### src/mac_ctrl_pkg.sv
// shared constants and carrier types for the mac hash, phy management and pause block
package mac_ctrl_pkg;
    // clock and timing
    localparam int unsigned CLK_MHZ         = 250;
    localparam int unsigned MDC_HALF_NS     = 200;
    localparam int unsigned MDC_HALF_CYC    = (MDC_HALF_NS * CLK_MHZ + 999) / 1000;
    localparam int unsigned SLOT_NS         = 5120;
    localparam int unsigned SLOT_CYC        = (SLOT_NS * CLK_MHZ + 999) / 1000;
    // register indices, byte address is four times the index
    localparam logic [5:0]  IDX_AUX_CTRL    = 6'h01;
    localparam logic [5:0]  IDX_HASH_UPPER  = 6'h04;
    localparam logic [5:0]  IDX_HASH_LOWER  = 6'h05;
    localparam logic [5:0]  IDX_PHY_ACCESS  = 6'h06;
    localparam logic [5:0]  IDX_PHY_DATA    = 6'h07;
    localparam logic [5:0]  IDX_PAUSE_FLOW  = 6'h08;
    localparam logic [31:0] REG_RESET       = 32'h00000000;
    // phy_mgmt_access fields
    localparam int unsigned ACC_BUSY_BIT    = 0;
    localparam int unsigned ACC_WNR_BIT     = 1;
    localparam int unsigned ACC_REG_LSB     = 6;
    localparam int unsigned ACC_PHY_LSB     = 11;
    localparam logic [31:0] ACC_WR_MASK     = 32'h0000FFC2;
    // pause_flow_control fields
    localparam int unsigned FLOW_BUSY_BIT   = 0;
    localparam int unsigned FLOW_EN_BIT     = 1;
    localparam int unsigned FLOW_PASS_BIT   = 2;
    localparam int unsigned FLOW_PT_LSB     = 16;
    localparam logic [31:0] FLOW_WR_MASK    = 32'hFFFF0006;
    // auxiliary control fields
    localparam int unsigned AUX_MCALL_BIT   = 0;
    localparam int unsigned AUX_FDX_BIT     = 1;
    localparam int unsigned AUX_TXEN_BIT    = 2;
    localparam int unsigned AUX_HALT_BIT    = 8;
    localparam logic [31:0] AUX_WR_MASK     = 32'h00000007;
    // management frame layout
    localparam logic [5:0]  MD_LAST_BIT     = 6'd63;
    localparam logic [5:0]  MD_TA_BIT       = 6'd46;
    localparam logic [5:0]  MD_DATA_BIT     = 6'd48;
    localparam logic [31:0] MD_PREAMBLE     = 32'hFFFFFFFF;
    localparam logic [1:0]  MD_START        = 2'b01;
    localparam logic [1:0]  MD_OP_WRITE     = 2'b01;
    localparam logic [1:0]  MD_OP_READ      = 2'b10;
    localparam logic [1:0]  MD_TA_WRITE     = 2'b10;
    // group address hash
    localparam logic [31:0] CRC_POLY        = 32'h04C11DB7;
    localparam logic [31:0] CRC_INIT        = 32'hFFFFFFFF;
    // ahb transfer types
    localparam logic [1:0]  HTRANS_NONSEQ   = 2'b10;

    // group filter verdict, one pulse per looked-up address
    typedef struct packed {
        logic valid;
        logic accept;
    } hash_result_t;

    // pause frame request towards the transmitter
    typedef struct packed {
        logic        send;
        logic [15:0] time_val;
    } pause_tx_t;
endpackage : mac_ctrl_pkg

### src/mac_hash_mii_flow_control.sv
// multicast hash filter, phy management engine and pause flow control with ahb-lite registers
//
// The AHB-Lite register port was decided locally.
`timescale 1ns/1ps

module mac_hash_mii_flow_control
(
    input  wire  logic                      ref_clk_in,
    input  wire  logic                      nrst_in,
    // ahb-lite slave
    input  wire  logic                      hsel_in,
    input  wire  logic [31:0]               haddr_in,
    input  wire  logic [1:0]                htrans_in,
    input  wire  logic                      hwrite_in,
    input  wire  logic [2:0]                hsize_in,
    input  wire  logic [31:0]               hwdata_in,
    input  wire  logic                      hready_in,
    output logic                            hreadyout_out,
    output logic [31:0]                     hrdata_out,
    output logic                            hresp_out,
    // receive address lookup
    input  wire  logic                      rx_addr_valid_in,
    input  wire  logic [47:0]               rx_dest_addr_in,
    output mac_ctrl_pkg::hash_result_t      rx_hash_out,
    // receive frames and pause detection
    input  wire  logic                      rx_frame_valid_in,
    input  wire  logic                      rx_pause_valid_in,
    input  wire  logic [15:0]               rx_pause_quanta_in,
    output logic                            rx_frame_forward_out,
    output logic                            rx_pause_flag_out,
    // transmit side pause control
    input  wire  logic                      pause_request_in,
    input  wire  logic                      pause_tx_done_in,
    input  wire  logic                      backpressure_request_in,
    output mac_ctrl_pkg::pause_tx_t         pause_tx_out,
    output logic                            backpressure_out,
    output logic                            tx_halt_out,
    // phy management pins
    output logic                            mdc_out,
    input  wire  logic                      mdio_in,
    output logic                            mdio_out,
    output logic                            mdio_oe_out
);
    import mac_ctrl_pkg::*;

    typedef enum logic {MD_IDLE, MD_SHIFT} md_state_t;

    // crc over the address, first byte in bits 7:0, each byte lsb first
    function automatic logic [5:0] hash_index(input logic [47:0] addr);
        logic [31:0] crc;
        crc = CRC_INIT;
        for (int i = 0; i < 48; i++)
        begin
            crc = (crc[31] ^ addr[i]) ? ((crc << 1) ^ CRC_POLY) : (crc << 1);
        end
        return crc[31:26];
    endfunction : hash_index

    // register state
    logic [31:0]  hash_upper_r, hash_upper_nxt;
    logic [31:0]  hash_lower_r, hash_lower_nxt;
    logic [31:0]  access_r,     access_nxt;
    logic [15:0]  data_r,       data_nxt;
    logic [31:0]  flow_r,       flow_nxt;
    logic [2:0]   aux_r,        aux_nxt;
    logic         wr_pend_r,    wr_pend_nxt;
    logic [5:0]   wr_idx_r,     wr_idx_nxt;
    logic [31:0]  hrdata_r,     hrdata_nxt;
    logic         md_start;
    // management engine state
    md_state_t    md_state_r,   md_state_nxt;
    logic [5:0]   div_r,        div_nxt;
    logic [5:0]   bit_r,        bit_nxt;
    logic [63:0]  frame_r,      frame_nxt;
    logic [15:0]  rdat_r,       rdat_nxt;
    logic         md_write_r,   md_write_nxt;
    logic         md_done_r,    md_done_nxt;
    logic         mdc_r,        mdc_nxt;
    logic         mdo_r,        mdo_nxt;
    logic         oe_r,         oe_nxt;
    logic         mdio_meta_r,  mdio_sync_r;
    // flow state
    logic         send_r,       send_nxt;
    logic         bp_r,         bp_nxt;
    logic [15:0]  quanta_r,     quanta_nxt;
    logic [10:0]  slot_r,       slot_nxt;
    logic         pflag_r,      pflag_nxt;
    logic         fwd_r,        fwd_nxt;
    hash_result_t hash_r,       hash_nxt;
    logic         pause_busy;
    logic         full_duplex;
    logic         tx_enable;
    logic         pause_enable;
    logic [63:0]  hash_table;

    assign full_duplex  = aux_r[AUX_FDX_BIT];
    assign tx_enable    = aux_r[AUX_TXEN_BIT];
    assign pause_enable = flow_r[FLOW_EN_BIT];
    assign hash_table   = {hash_upper_r, hash_lower_r};

    // register file: writes in the data phase, read data staged from next values
    always_comb
    begin
        hash_upper_nxt = hash_upper_r;
        hash_lower_nxt = hash_lower_r;
        access_nxt     = access_r;
        data_nxt       = data_r;
        flow_nxt       = flow_r;
        aux_nxt        = aux_r;
        md_start       = 1'b0;
        hrdata_nxt     = 32'h00000000;
        if (wr_pend_r)
        begin
            case (wr_idx_r)
                IDX_AUX_CTRL:   aux_nxt = hwdata_in[2:0];
                IDX_HASH_UPPER: hash_upper_nxt = hwdata_in;
                IDX_HASH_LOWER: hash_lower_nxt = hwdata_in;
                IDX_PHY_ACCESS:
                    if (!access_r[ACC_BUSY_BIT])
                    begin
                        access_nxt = (hwdata_in & ACC_WR_MASK)
                                   | {31'h00000000, hwdata_in[ACC_BUSY_BIT]};
                        md_start   = hwdata_in[ACC_BUSY_BIT];
                    end
                IDX_PHY_DATA:
                    if (!access_r[ACC_BUSY_BIT])
                    begin
                        data_nxt = hwdata_in[15:0];
                    end
                IDX_PAUSE_FLOW: flow_nxt = hwdata_in & FLOW_WR_MASK;
                default: ;
            endcase
        end
        // engine finished: busy drops, read result lands in the data register
        if (md_done_r)
        begin
            access_nxt[ACC_BUSY_BIT] = 1'b0;
            if (!md_write_r)
            begin
                data_nxt = rdat_r;
            end
        end
        if (hsel_in && hready_in && htrans_in == HTRANS_NONSEQ && !hwrite_in)
        begin
            case (haddr_in[7:2])
                IDX_AUX_CTRL:   hrdata_nxt = {23'h000000, tx_halt_out, 5'h00, aux_nxt};
                IDX_HASH_UPPER: hrdata_nxt = hash_upper_nxt;
                IDX_HASH_LOWER: hrdata_nxt = hash_lower_nxt;
                IDX_PHY_ACCESS: hrdata_nxt = access_nxt;
                IDX_PHY_DATA:   hrdata_nxt = {16'h0000, data_nxt};
                IDX_PAUSE_FLOW: hrdata_nxt = {flow_nxt[31:1], pause_busy};
                default:        hrdata_nxt = 32'h00000000;
            endcase
        end
        wr_pend_nxt = hsel_in && hready_in && htrans_in == HTRANS_NONSEQ && hwrite_in;
        wr_idx_nxt  = haddr_in[7:2];
    end

    // register file flops
    always_ff @(posedge ref_clk_in or negedge nrst_in)
    begin
        if (!nrst_in)
        begin
            hash_upper_r <= REG_RESET;
            hash_lower_r <= REG_RESET;
            access_r     <= REG_RESET;
            data_r       <= REG_RESET[15:0];
            flow_r       <= REG_RESET;
            aux_r        <= REG_RESET[2:0];
            wr_pend_r    <= 1'b0;
            wr_idx_r     <= 6'h00;
            hrdata_r     <= REG_RESET;
        end
        else
        begin
            hash_upper_r <= hash_upper_nxt;
            hash_lower_r <= hash_lower_nxt;
            access_r     <= access_nxt;
            data_r       <= data_nxt;
            flow_r       <= flow_nxt;
            aux_r        <= aux_nxt;
            wr_pend_r    <= wr_pend_nxt;
            wr_idx_r     <= wr_idx_nxt;
            hrdata_r     <= hrdata_nxt;
        end
    end

    assign hreadyout_out = 1'b1;    // zero wait states
    assign hresp_out     = 1'b0;    // always okay
    assign hrdata_out    = hrdata_r;

    // management frame engine: drive on mdc fall, sample on mdc rise
    always_comb
    begin
        md_state_nxt = md_state_r;
        div_nxt      = div_r;
        bit_nxt      = bit_r;
        frame_nxt    = frame_r;
        rdat_nxt     = rdat_r;
        md_write_nxt = md_write_r;
        md_done_nxt  = 1'b0;
        mdc_nxt      = mdc_r;
        mdo_nxt      = mdo_r;
        oe_nxt       = oe_r;
        case (md_state_r)
            MD_IDLE:
                if (md_start)
                begin
                    md_write_nxt = hwdata_in[ACC_WNR_BIT];
                    frame_nxt    = {MD_PREAMBLE, MD_START,
                                    hwdata_in[ACC_WNR_BIT] ? MD_OP_WRITE : MD_OP_READ,
                                    hwdata_in[ACC_PHY_LSB +: 5],
                                    hwdata_in[ACC_REG_LSB +: 5],
                                    MD_TA_WRITE, data_r};
                    bit_nxt      = 6'd0;
                    div_nxt      = 6'd0;
                    mdc_nxt      = 1'b0;
                    mdo_nxt      = 1'b1;
                    oe_nxt       = 1'b1;
                    md_state_nxt = MD_SHIFT;
                end
            MD_SHIFT:
                if (div_r == 6'(MDC_HALF_CYC - 1))
                begin
                    div_nxt = 6'd0;
                    mdc_nxt = !mdc_r;
                    if (!mdc_r)
                    begin
                        if (!md_write_r && bit_r >= MD_DATA_BIT)
                        begin
                            rdat_nxt = {rdat_r[14:0], mdio_sync_r};
                        end
                    end
                    else if (bit_r == MD_LAST_BIT)
                    begin
                        md_done_nxt  = 1'b1;
                        oe_nxt       = 1'b0;
                        mdo_nxt      = 1'b0;
                        md_state_nxt = MD_IDLE;
                    end
                    else
                    begin
                        bit_nxt   = bit_r + 6'd1;
                        frame_nxt = {frame_r[62:0], 1'b0};
                        mdo_nxt   = frame_r[62];
                        oe_nxt    = md_write_r || (bit_r + 6'd1 < MD_TA_BIT);
                    end
                end
                else
                begin
                    div_nxt = div_r + 6'd1;
                end
            default: md_state_nxt = MD_IDLE;
        endcase
    end

    // management engine flops and input synchroniser
    always_ff @(posedge ref_clk_in or negedge nrst_in)
    begin
        if (!nrst_in)
        begin
            md_state_r  <= MD_IDLE;
            div_r       <= 6'd0;
            bit_r       <= 6'd0;
            frame_r     <= 64'h0000000000000000;
            rdat_r      <= 16'h0000;
            md_write_r  <= 1'b0;
            md_done_r   <= 1'b0;
            mdc_r       <= 1'b0;
            mdo_r       <= 1'b0;
            oe_r        <= 1'b0;
            mdio_meta_r <= 1'b0;
            mdio_sync_r <= 1'b0;
        end
        else
        begin
            md_state_r  <= md_state_nxt;
            div_r       <= div_nxt;
            bit_r       <= bit_nxt;
            frame_r     <= frame_nxt;
            rdat_r      <= rdat_nxt;
            md_write_r  <= md_write_nxt;
            md_done_r   <= md_done_nxt;
            mdc_r       <= mdc_nxt;
            mdo_r       <= mdo_nxt;
            oe_r        <= oe_nxt;
            mdio_meta_r <= mdio_in;
            mdio_sync_r <= mdio_meta_r;
        end
    end

    assign mdc_out     = mdc_r;
    assign mdio_out    = mdo_r;
    assign mdio_oe_out = oe_r;

    // pause generation, back pressure, receive halt and group filter
    always_comb
    begin
        send_nxt = send_r;
        if (!tx_enable || !full_duplex)
        begin
            send_nxt = 1'b0;
        end
        else if (send_r && pause_tx_done_in)
        begin
            send_nxt = 1'b0;
        end
        else if (!send_r && pause_request_in)
        begin
            send_nxt = 1'b1;
        end
        bp_nxt = !full_duplex && pause_enable && tx_enable
               && backpressure_request_in;
        quanta_nxt = quanta_r;
        slot_nxt   = slot_r;
        if (pause_enable && full_duplex && rx_pause_valid_in)
        begin
            quanta_nxt = rx_pause_quanta_in;
            slot_nxt   = 11'(SLOT_CYC - 1);
        end
        else if (quanta_r != 16'h0000)
        begin
            if (slot_r == 11'd0)
            begin
                quanta_nxt = quanta_r - 16'h0001;
                slot_nxt   = 11'(SLOT_CYC - 1);
            end
            else
            begin
                slot_nxt = slot_r - 11'd1;
            end
        end
        pflag_nxt = rx_pause_valid_in && flow_r[FLOW_PASS_BIT];
        fwd_nxt   = rx_frame_valid_in;
        hash_nxt.valid  = rx_addr_valid_in;
        hash_nxt.accept = !rx_dest_addr_in[0] || aux_r[AUX_MCALL_BIT]
                        || hash_table[hash_index(rx_dest_addr_in)];
    end

    // flow and filter flops
    always_ff @(posedge ref_clk_in or negedge nrst_in)
    begin
        if (!nrst_in)
        begin
            send_r   <= 1'b0;
            bp_r     <= 1'b0;
            quanta_r <= 16'h0000;
            slot_r   <= 11'd0;
            pflag_r  <= 1'b0;
            fwd_r    <= 1'b0;
            hash_r   <= '0;
        end
        else
        begin
            send_r   <= send_nxt;
            bp_r     <= bp_nxt;
            quanta_r <= quanta_nxt;
            slot_r   <= slot_nxt;
            pflag_r  <= pflag_nxt;
            fwd_r    <= fwd_nxt;
            hash_r   <= hash_nxt;
        end
    end

    assign pause_busy            = full_duplex ? send_r : bp_r;
    assign pause_tx_out.send     = send_r;
    assign pause_tx_out.time_val = flow_r[FLOW_PT_LSB +: 16];
    assign backpressure_out      = bp_r;
    assign tx_halt_out           = quanta_r != 16'h0000;
    assign rx_pause_flag_out     = pflag_r;
    assign rx_frame_forward_out  = fwd_r;
    assign rx_hash_out           = hash_r;
endmodule : mac_hash_mii_flow_control

### config.mk
export PLATFORM = sky130hd
export DESIGN_NAME = mac_hash_mii_flow_control
export DESIGN_NICKNAME = d
export VERILOG_FILES = /design/src/mac_ctrl_pkg.sv /design/src/mac_hash_mii_flow_control.sv
export SDC_FILE = /design/constraint.sdc
export NUM_CORES = 1
export LEC_CHECK = 0
export ABC_AREA = 1
export BUFFER_PORTS_ARGS = -buffer_cell sky130_fd_sc_hd__clkbuf_2
export CORE_MARGIN = 3
export CORE_UTILIZATION = 51
export CTS_BUF_LIST = sky130_fd_sc_hd__clkbuf_2
export DETAILED_ROUTE_END_ITERATION = 8
export PLACE_DENSITY_LB_ADDON = 0.1
export SLEW_MARGIN = 5
export SYNTH_ARGS = -nofsm -noshare
export SYNTH_HDL_FRONTEND = slang
export SYNTH_SLANG_ARGS = --single-unit
### constraint.sdc
create_clock -name ref_clk_in -period 7.38 [get_ports ref_clk_in]
set_input_delay 0.369 -clock ref_clk_in [delete_from_list [all_inputs] [get_ports ref_clk_in]]
set_output_delay 0.369 -clock ref_clk_in [all_outputs]
set_load 0.05 [all_outputs]
==> Yosys cells after proc, flatten, opt, wreduce, memory -nomap -nowiden <==
Cells that the tools add are included.
{ "word_totals": {"reg_bits": 317, "in_bits": 145, "out_inout_bits": 60} }
{ "classes": {"addsub": 4, "magnitude_cmp": 3, "n_eq_ne": 19, "muxes": 116, "n_bitwise": 97, "reduce_logical": 35} }
{ "ops": {"columns": ["operator", "count"], "rows": [
  ["2-to-1 mux 27 bit", 48],
  ["NOT 14 bit", 47],
  ["2-to-1 mux 32 bit", 10],
  ["2-to-1 mux 63 bit", 4],
  ["one-hot mux 32 bit (6 select lines)", 1],
  ["2-to-1 mux 16 bit", 8],
  ["one-hot mux 63 bit (2 select lines)", 1],
  ["equality test 6 x 3 -> 1 bit (second input constant)", 8],
  ["XOR 1 bit", 42],
  ["2-to-1 mux 11 bit", 3],
  ["2-to-1 mux 6 bit", 5],
  ["2-to-1 mux 1 bit", 26],
  ["one-hot mux 6 bit (2 select lines)", 2],
  ["OR 16 x 1 -> 16 bit", 1],
  ["nonzero test 16 bit", 1],
  ["subtractor 16 x 1 -> 16 bit (second input constant)", 1],
  ["logical AND 1 bit", 13],
  ["adder 6 x 1 -> 6 bit (second input constant)", 2],
  ["equality test 6 x 1 -> 1 bit (second input constant)", 2],
  ["equality test 6 x 4 -> 1 bit (second input constant)", 2],
  ["equality test 6 bit (second input constant)", 2],
  ["logical NOT 11 bit", 1],
  ["subtractor 11 x 1 -> 11 bit (second input constant)", 1],
  ["one-hot mux 1 bit (2 select lines)", 4],
  ["other kinds (18)", 39]
]} }

==> Longest topological paths before layout <==
{ "depth": {"depth_word": 98, "mapped_depth": 44, "ltp_nobuf": 41} }

==> Worst setup path before layout <==
No wires, ideal clock.
{ "synth_timing": {"path_kind": "input-to-reg", "from": "in rx_dest_addr_in[2]", "to": "reg hash_r, in the netlist rx_hash_out[0]", "setup_ns": 0.124, "arrival_time_ns": 3.532, "path_slack_ns": 3.723, "stages": 37, "n_path_buf": 3, "path_cell_list": "buf_4 -> inv_4 -> nand2_1 -> nand2_2 -> nand2_1 -> nand3_1 -> nand2_1 -> nand2_2 -> nand2_2 -> nand2_2 -> nand2_1 -> nand2_2 -> nand2_4 -> buf_8 -> nand2_4 -> nand3_2 -> nand2_2 -> nand2_2 -> nand2_1 -> nand2_2 -> nand2_4 -> nand2_2 -> nand2_1 -> nand2_2 -> nand2_2 -> nand2_1 -> nand2_1 -> nand3_2 -> nand3_2 -> buf_2 -> nand3_1 -> nand3_1 -> nand3_1 -> nand3_1 -> nand3_1 -> nand3_1 -> nand3_1"} }
{ "synth_rtl": {"columns": ["item", "line", "rtl"], "rows": [
  ["start, declared", "mac_hash_mii_flow_control.sv:23", "input wire logic [47:0] rx_dest_addr_in,"],
  ["end signal, assigned", "mac_hash_mii_flow_control.sv:361", "hash_r <= hash_nxt;"],
  ["end, declared", "mac_hash_mii_flow_control.sv:89", "hash_result_t hash_r, hash_nxt;"]
]} }

==> flow_summary_export.csv <==
group,metric,value,unit
run_status,outcome,"finished, final reports clean",
clock_network,cts_max_level,3,
worst_setup_path,r2r_cells,8,
global_routing,grt_use_met1,0.360,
timing,fin_skew,0.0674,ns
clock_network,cts-root-buf,"clkbuf_2",
floorplan,dieArea,41800,µm²
cells_and_area,utilization,0.583,
synth,yosysWarningCount,0,
floorplan,core_area,38800,µm²
routing,drc,0,
timing,finalSetupViolCount,0,
worst_setup_path,start_kind,"input pin",
timing,timing.fmax,182,MHz
routing,drt_iter0_markers,1311,
synth,synth_cells,2793,
cells_and_area,layoutNonFillerInstCount,3594,
min_path,whs_path_depth,2,
cells_and_area,drive_above_1_share,0.168,
worst_setup_path,worstPathRequired,8.16,ns
power,power.density,476,nW/µm²
routing,viasPerCell,5.28,
worst_setup_path,critPathMaxFanout,33,
timing,worst_pin_slew,1.20,ns
routing,ant_nets,0,
timing,rsz0062_at_grt,"false",
clock_network,path_clk_slew,0.10,ns
timing,fin_tns_setup,0,ns
global_routing,grt.busiest_layer,"met2",
routing,dr.pass1.iters,6,
placed_design,dp.final_hpwl,39700,µm
floorplan,die_w,205,µm
worst_setup_path,slowest_delay,0.62,ns
clock_network,cts.sinks,317,
synth,synth.avg_cell_area,7.20,µm²
min_path,holdCritStartpoint,"mdio_in",
routing,vias,19000,
worst_setup_path,timing.rr.start,"aux_r[1]",
worst_setup_path,end_kind,"flip-flop",
timing,hold_violations,0,
worst_setup_path,critPathKind,"in -> reg",
clock_network,clock_path_buffers,3,
power,finalPower,10800,µW
timing,maxSlewViolCount,0,
synth,synth.distinct_cells,59,
worst_setup_path,rrSetupSlack,3.42,ns
placed_design,io_buffer_count,173,
clock_network,clk_latency,0.93,ns
floorplan,io_pins,205,
cells_and_area,n_fill_cell,3693,
global_routing,grt_pass1_vias,18400,
placed_design,placed_area,21200,µm²
floorplan,die_h,205,µm
global_routing,overflow,0,
placed_design,placedCellCount,3388,
timing,relSlewSlack,0.198,
min_path,min_path_type,"in -> reg",
floorplan,start_util,0.518,
power,power_leakage,0.0116,µW
flow_run,cap_viol_max_count,0,
timing,post-route-period-util,0.744,
cells_and_area,postLayoutCellArea,22700,µm²
global_routing,grt_max_degree,164,
min_path,whs_endpoint,"mdio_meta_r",
clock_network,postCtsSetupBuffers,0,
cells_and_area,final_nets,3173,
placed_design,place_congestion,0.881,
cells_and_area,area_growth,12.7,%
routing,wl_per_cell,15.8,µm
synth,ys_seq_area_frac,0.395,
synth,async_flop_share,1.00,
power,vdd_drop_max,0.732,mV
synth,ys.flop_type,"dfrtp_1",
worst_setup_path,slowest_stage,"nand2_4",
global_routing,track_usage,0.272,
synth,synth_fp_nets,2943,
global_routing,grt_pass1_wl,91900,µm
synth,yosys_register_bits,317,
timing,timing.final.crit_period,5.49,ns
floorplan,row_count,72,
routing,totalWireLength,56700,µm
global_routing,antenna_found_initial,2,
global_routing,grt_util_met2,0.455,
global_routing,grtUsageMet3,0.0440,
synth,synth-edff-count,0,
clock_network,cts_buffers,82,
clock_network,cts_tree,"yes",
worst_setup_path,rr_endpoint,"quanta_r[9]",
worst_setup_path,arrival,6.27,ns
worst_setup_path,cp_common_cell,"nand2_1",
synth,syn_area,20100,µm²
-- critical path, delay by kind of cell --
| kind | cells | cell delay [ns] |
|---|---|---|
| and+or+nand+nor | 33 | 4.63 |
| buffers and inverters | 5 | 1.19 |
-- layout by cell type (no fill, tap or decap), types with 3 or more instances in the layout --
cell / netlist / final
o211ai_1: 18 / 18
a31oi_1: 29 / 29
inv_2: 25 / 25
dlygate4sd3_1: 0 / 68
nor2_4: 3 / 6
o21a_1: 3 / 3
buf_4: 26 / 15
nand3b_1: 20 / 20
inv_4: 7 / 7
dfrtp_1: 317 / 317
o21ai_0: 78 / 78
or2_2: 3 / 3
a221oi_1: 11 / 11
ha_1: 5 / 5
a211oi_1: 3 / 3
clkbuf_2: 0 / 285
nor4_1: 8 / 6
nor2_2: 2 / 4
inv_1: 282 / 282
bufinv_16: 0 / 3
o22ai_1: 10 / 10
nand3_1: 263 / 263
nand2_2: 90 / 91
nand2_1: 890 / 889
nand3_2: 17 / 17
a21oi_1: 126 / 126
nand2_4: 32 / 32
xnor2_1: 22 / 22
a41oi_1: 21 / 21
clkinv_1: 1 / 17
xor2_1: 98 / 98
or2_1: 3 / 3
nor3_1: 23 / 21
xor2_2: 4 / 4
o22a_1: 9 / 9
nand4_1: 6 / 6
a22oi_1: 10 / 10
nor2_1: 217 / 212
-- cell families (layout without fill, tap and decap cells) --
kind of cell,after synthesis,count (layout),synth area share
simple gates,1584,1584,0.353
other cells,2,4,0.000374
xor+xnor,128,128,0.0599
compound gates,327,327,0.0976
flops,317,317,0.395
fa+ha+maj,5,5,0.00311
buf+inv,428,709,0.0901
mux,2,2,0.00112
-- layer usage --
metal	vias up	share of wire
met4	0	0.029
met5	-	0
met1	8862	0.43
met3	123	0.060
li1	9409	-
met2	576	0.48
-- state kept, by name (all words and copies together), names as in the netlist, 11 cells and up --
register      cells
access_r         32
data_r           16
hash_lower_r     32
frame_r          63
hrdata_out       32
flow_r           31
quanta_r         16
hash_upper_r     32
slot_r           11
rdat_r           16
-- stage by stage --
step	hold slack, ns	setup WS (ns)
finish	0.108	1.89
global route	0.0530	1.54
CTS	0.00242	2.10
detailed placement	0.359	1.66
global placement	0.360	1.82
floorplan	0.0734	3.72
-- synthesized netlist by cell type, drive strengths merged, types with 21 or more instances --
cell type,number,area (µm²)
xnor2,25,253
nor3,23,115
o21ai,78,390
nand3,282,1520
nand2,1013,4280
xor2,103,951
clkbuf,67,251
a21oi,126,631
buf,45,352
nor2,223,881
dfrtp,317,7930
a31oi,29,181
inv,315,1200
nand3b,21,161
a41oi,21,184
-- cell type report --
class,count,area (µm²),area share
Multi-Input combinational cell,2048,10400,0.460
Sequential cell,317,7930,0.350
Timing Repair Buffer,258,1720,0.0758
Inverter,316,1210,0.0533
Tap cell,518,648,0.0286
Clock buffer,113,566,0.0250
Clock inverter,22,168,0.00740
Antenna cell,2,5.00,0.000221
-- report_power, final --
| group | total, µW | switching [µW] | internal [µW] | leakage, µW |
|---|---|---|---|---|
| clock network | 1220 | 709 | 512 | 0.000545 |
| registers | 1790 | 22.6 | 1760 | 0.00343 |
| logic | 7770 | 5250 | 2520 | 0.00762 |
-- worst max-delay path by stage --
stage                                 to  slack [ns]  cells past startpoint               start
after floorplan           rx_hash_out[0]        3.72                     37  rx_dest_addr_in[2]
after global placement    rx_hash_out[0]        1.82                     37  rx_dest_addr_in[0]
after detailed placement  rx_hash_out[0]        1.66                     37  rx_dest_addr_in[0]
after CTS                 rx_hash_out[0]        2.10                     38  rx_dest_addr_in[0]
after global routing      rx_hash_out[0]        1.54                     38  rx_dest_addr_in[0]
final                     rx_hash_out[0]        1.89                     38  rx_dest_addr_in[0]
-- repair_timing --
action | in CTS | in global routing
hold endpoints to repair | 266 | 0
hold buffers | 69 | 0
resized for setup | 0 | 0
Note: power is estimated with default switching activity, not from simulation.
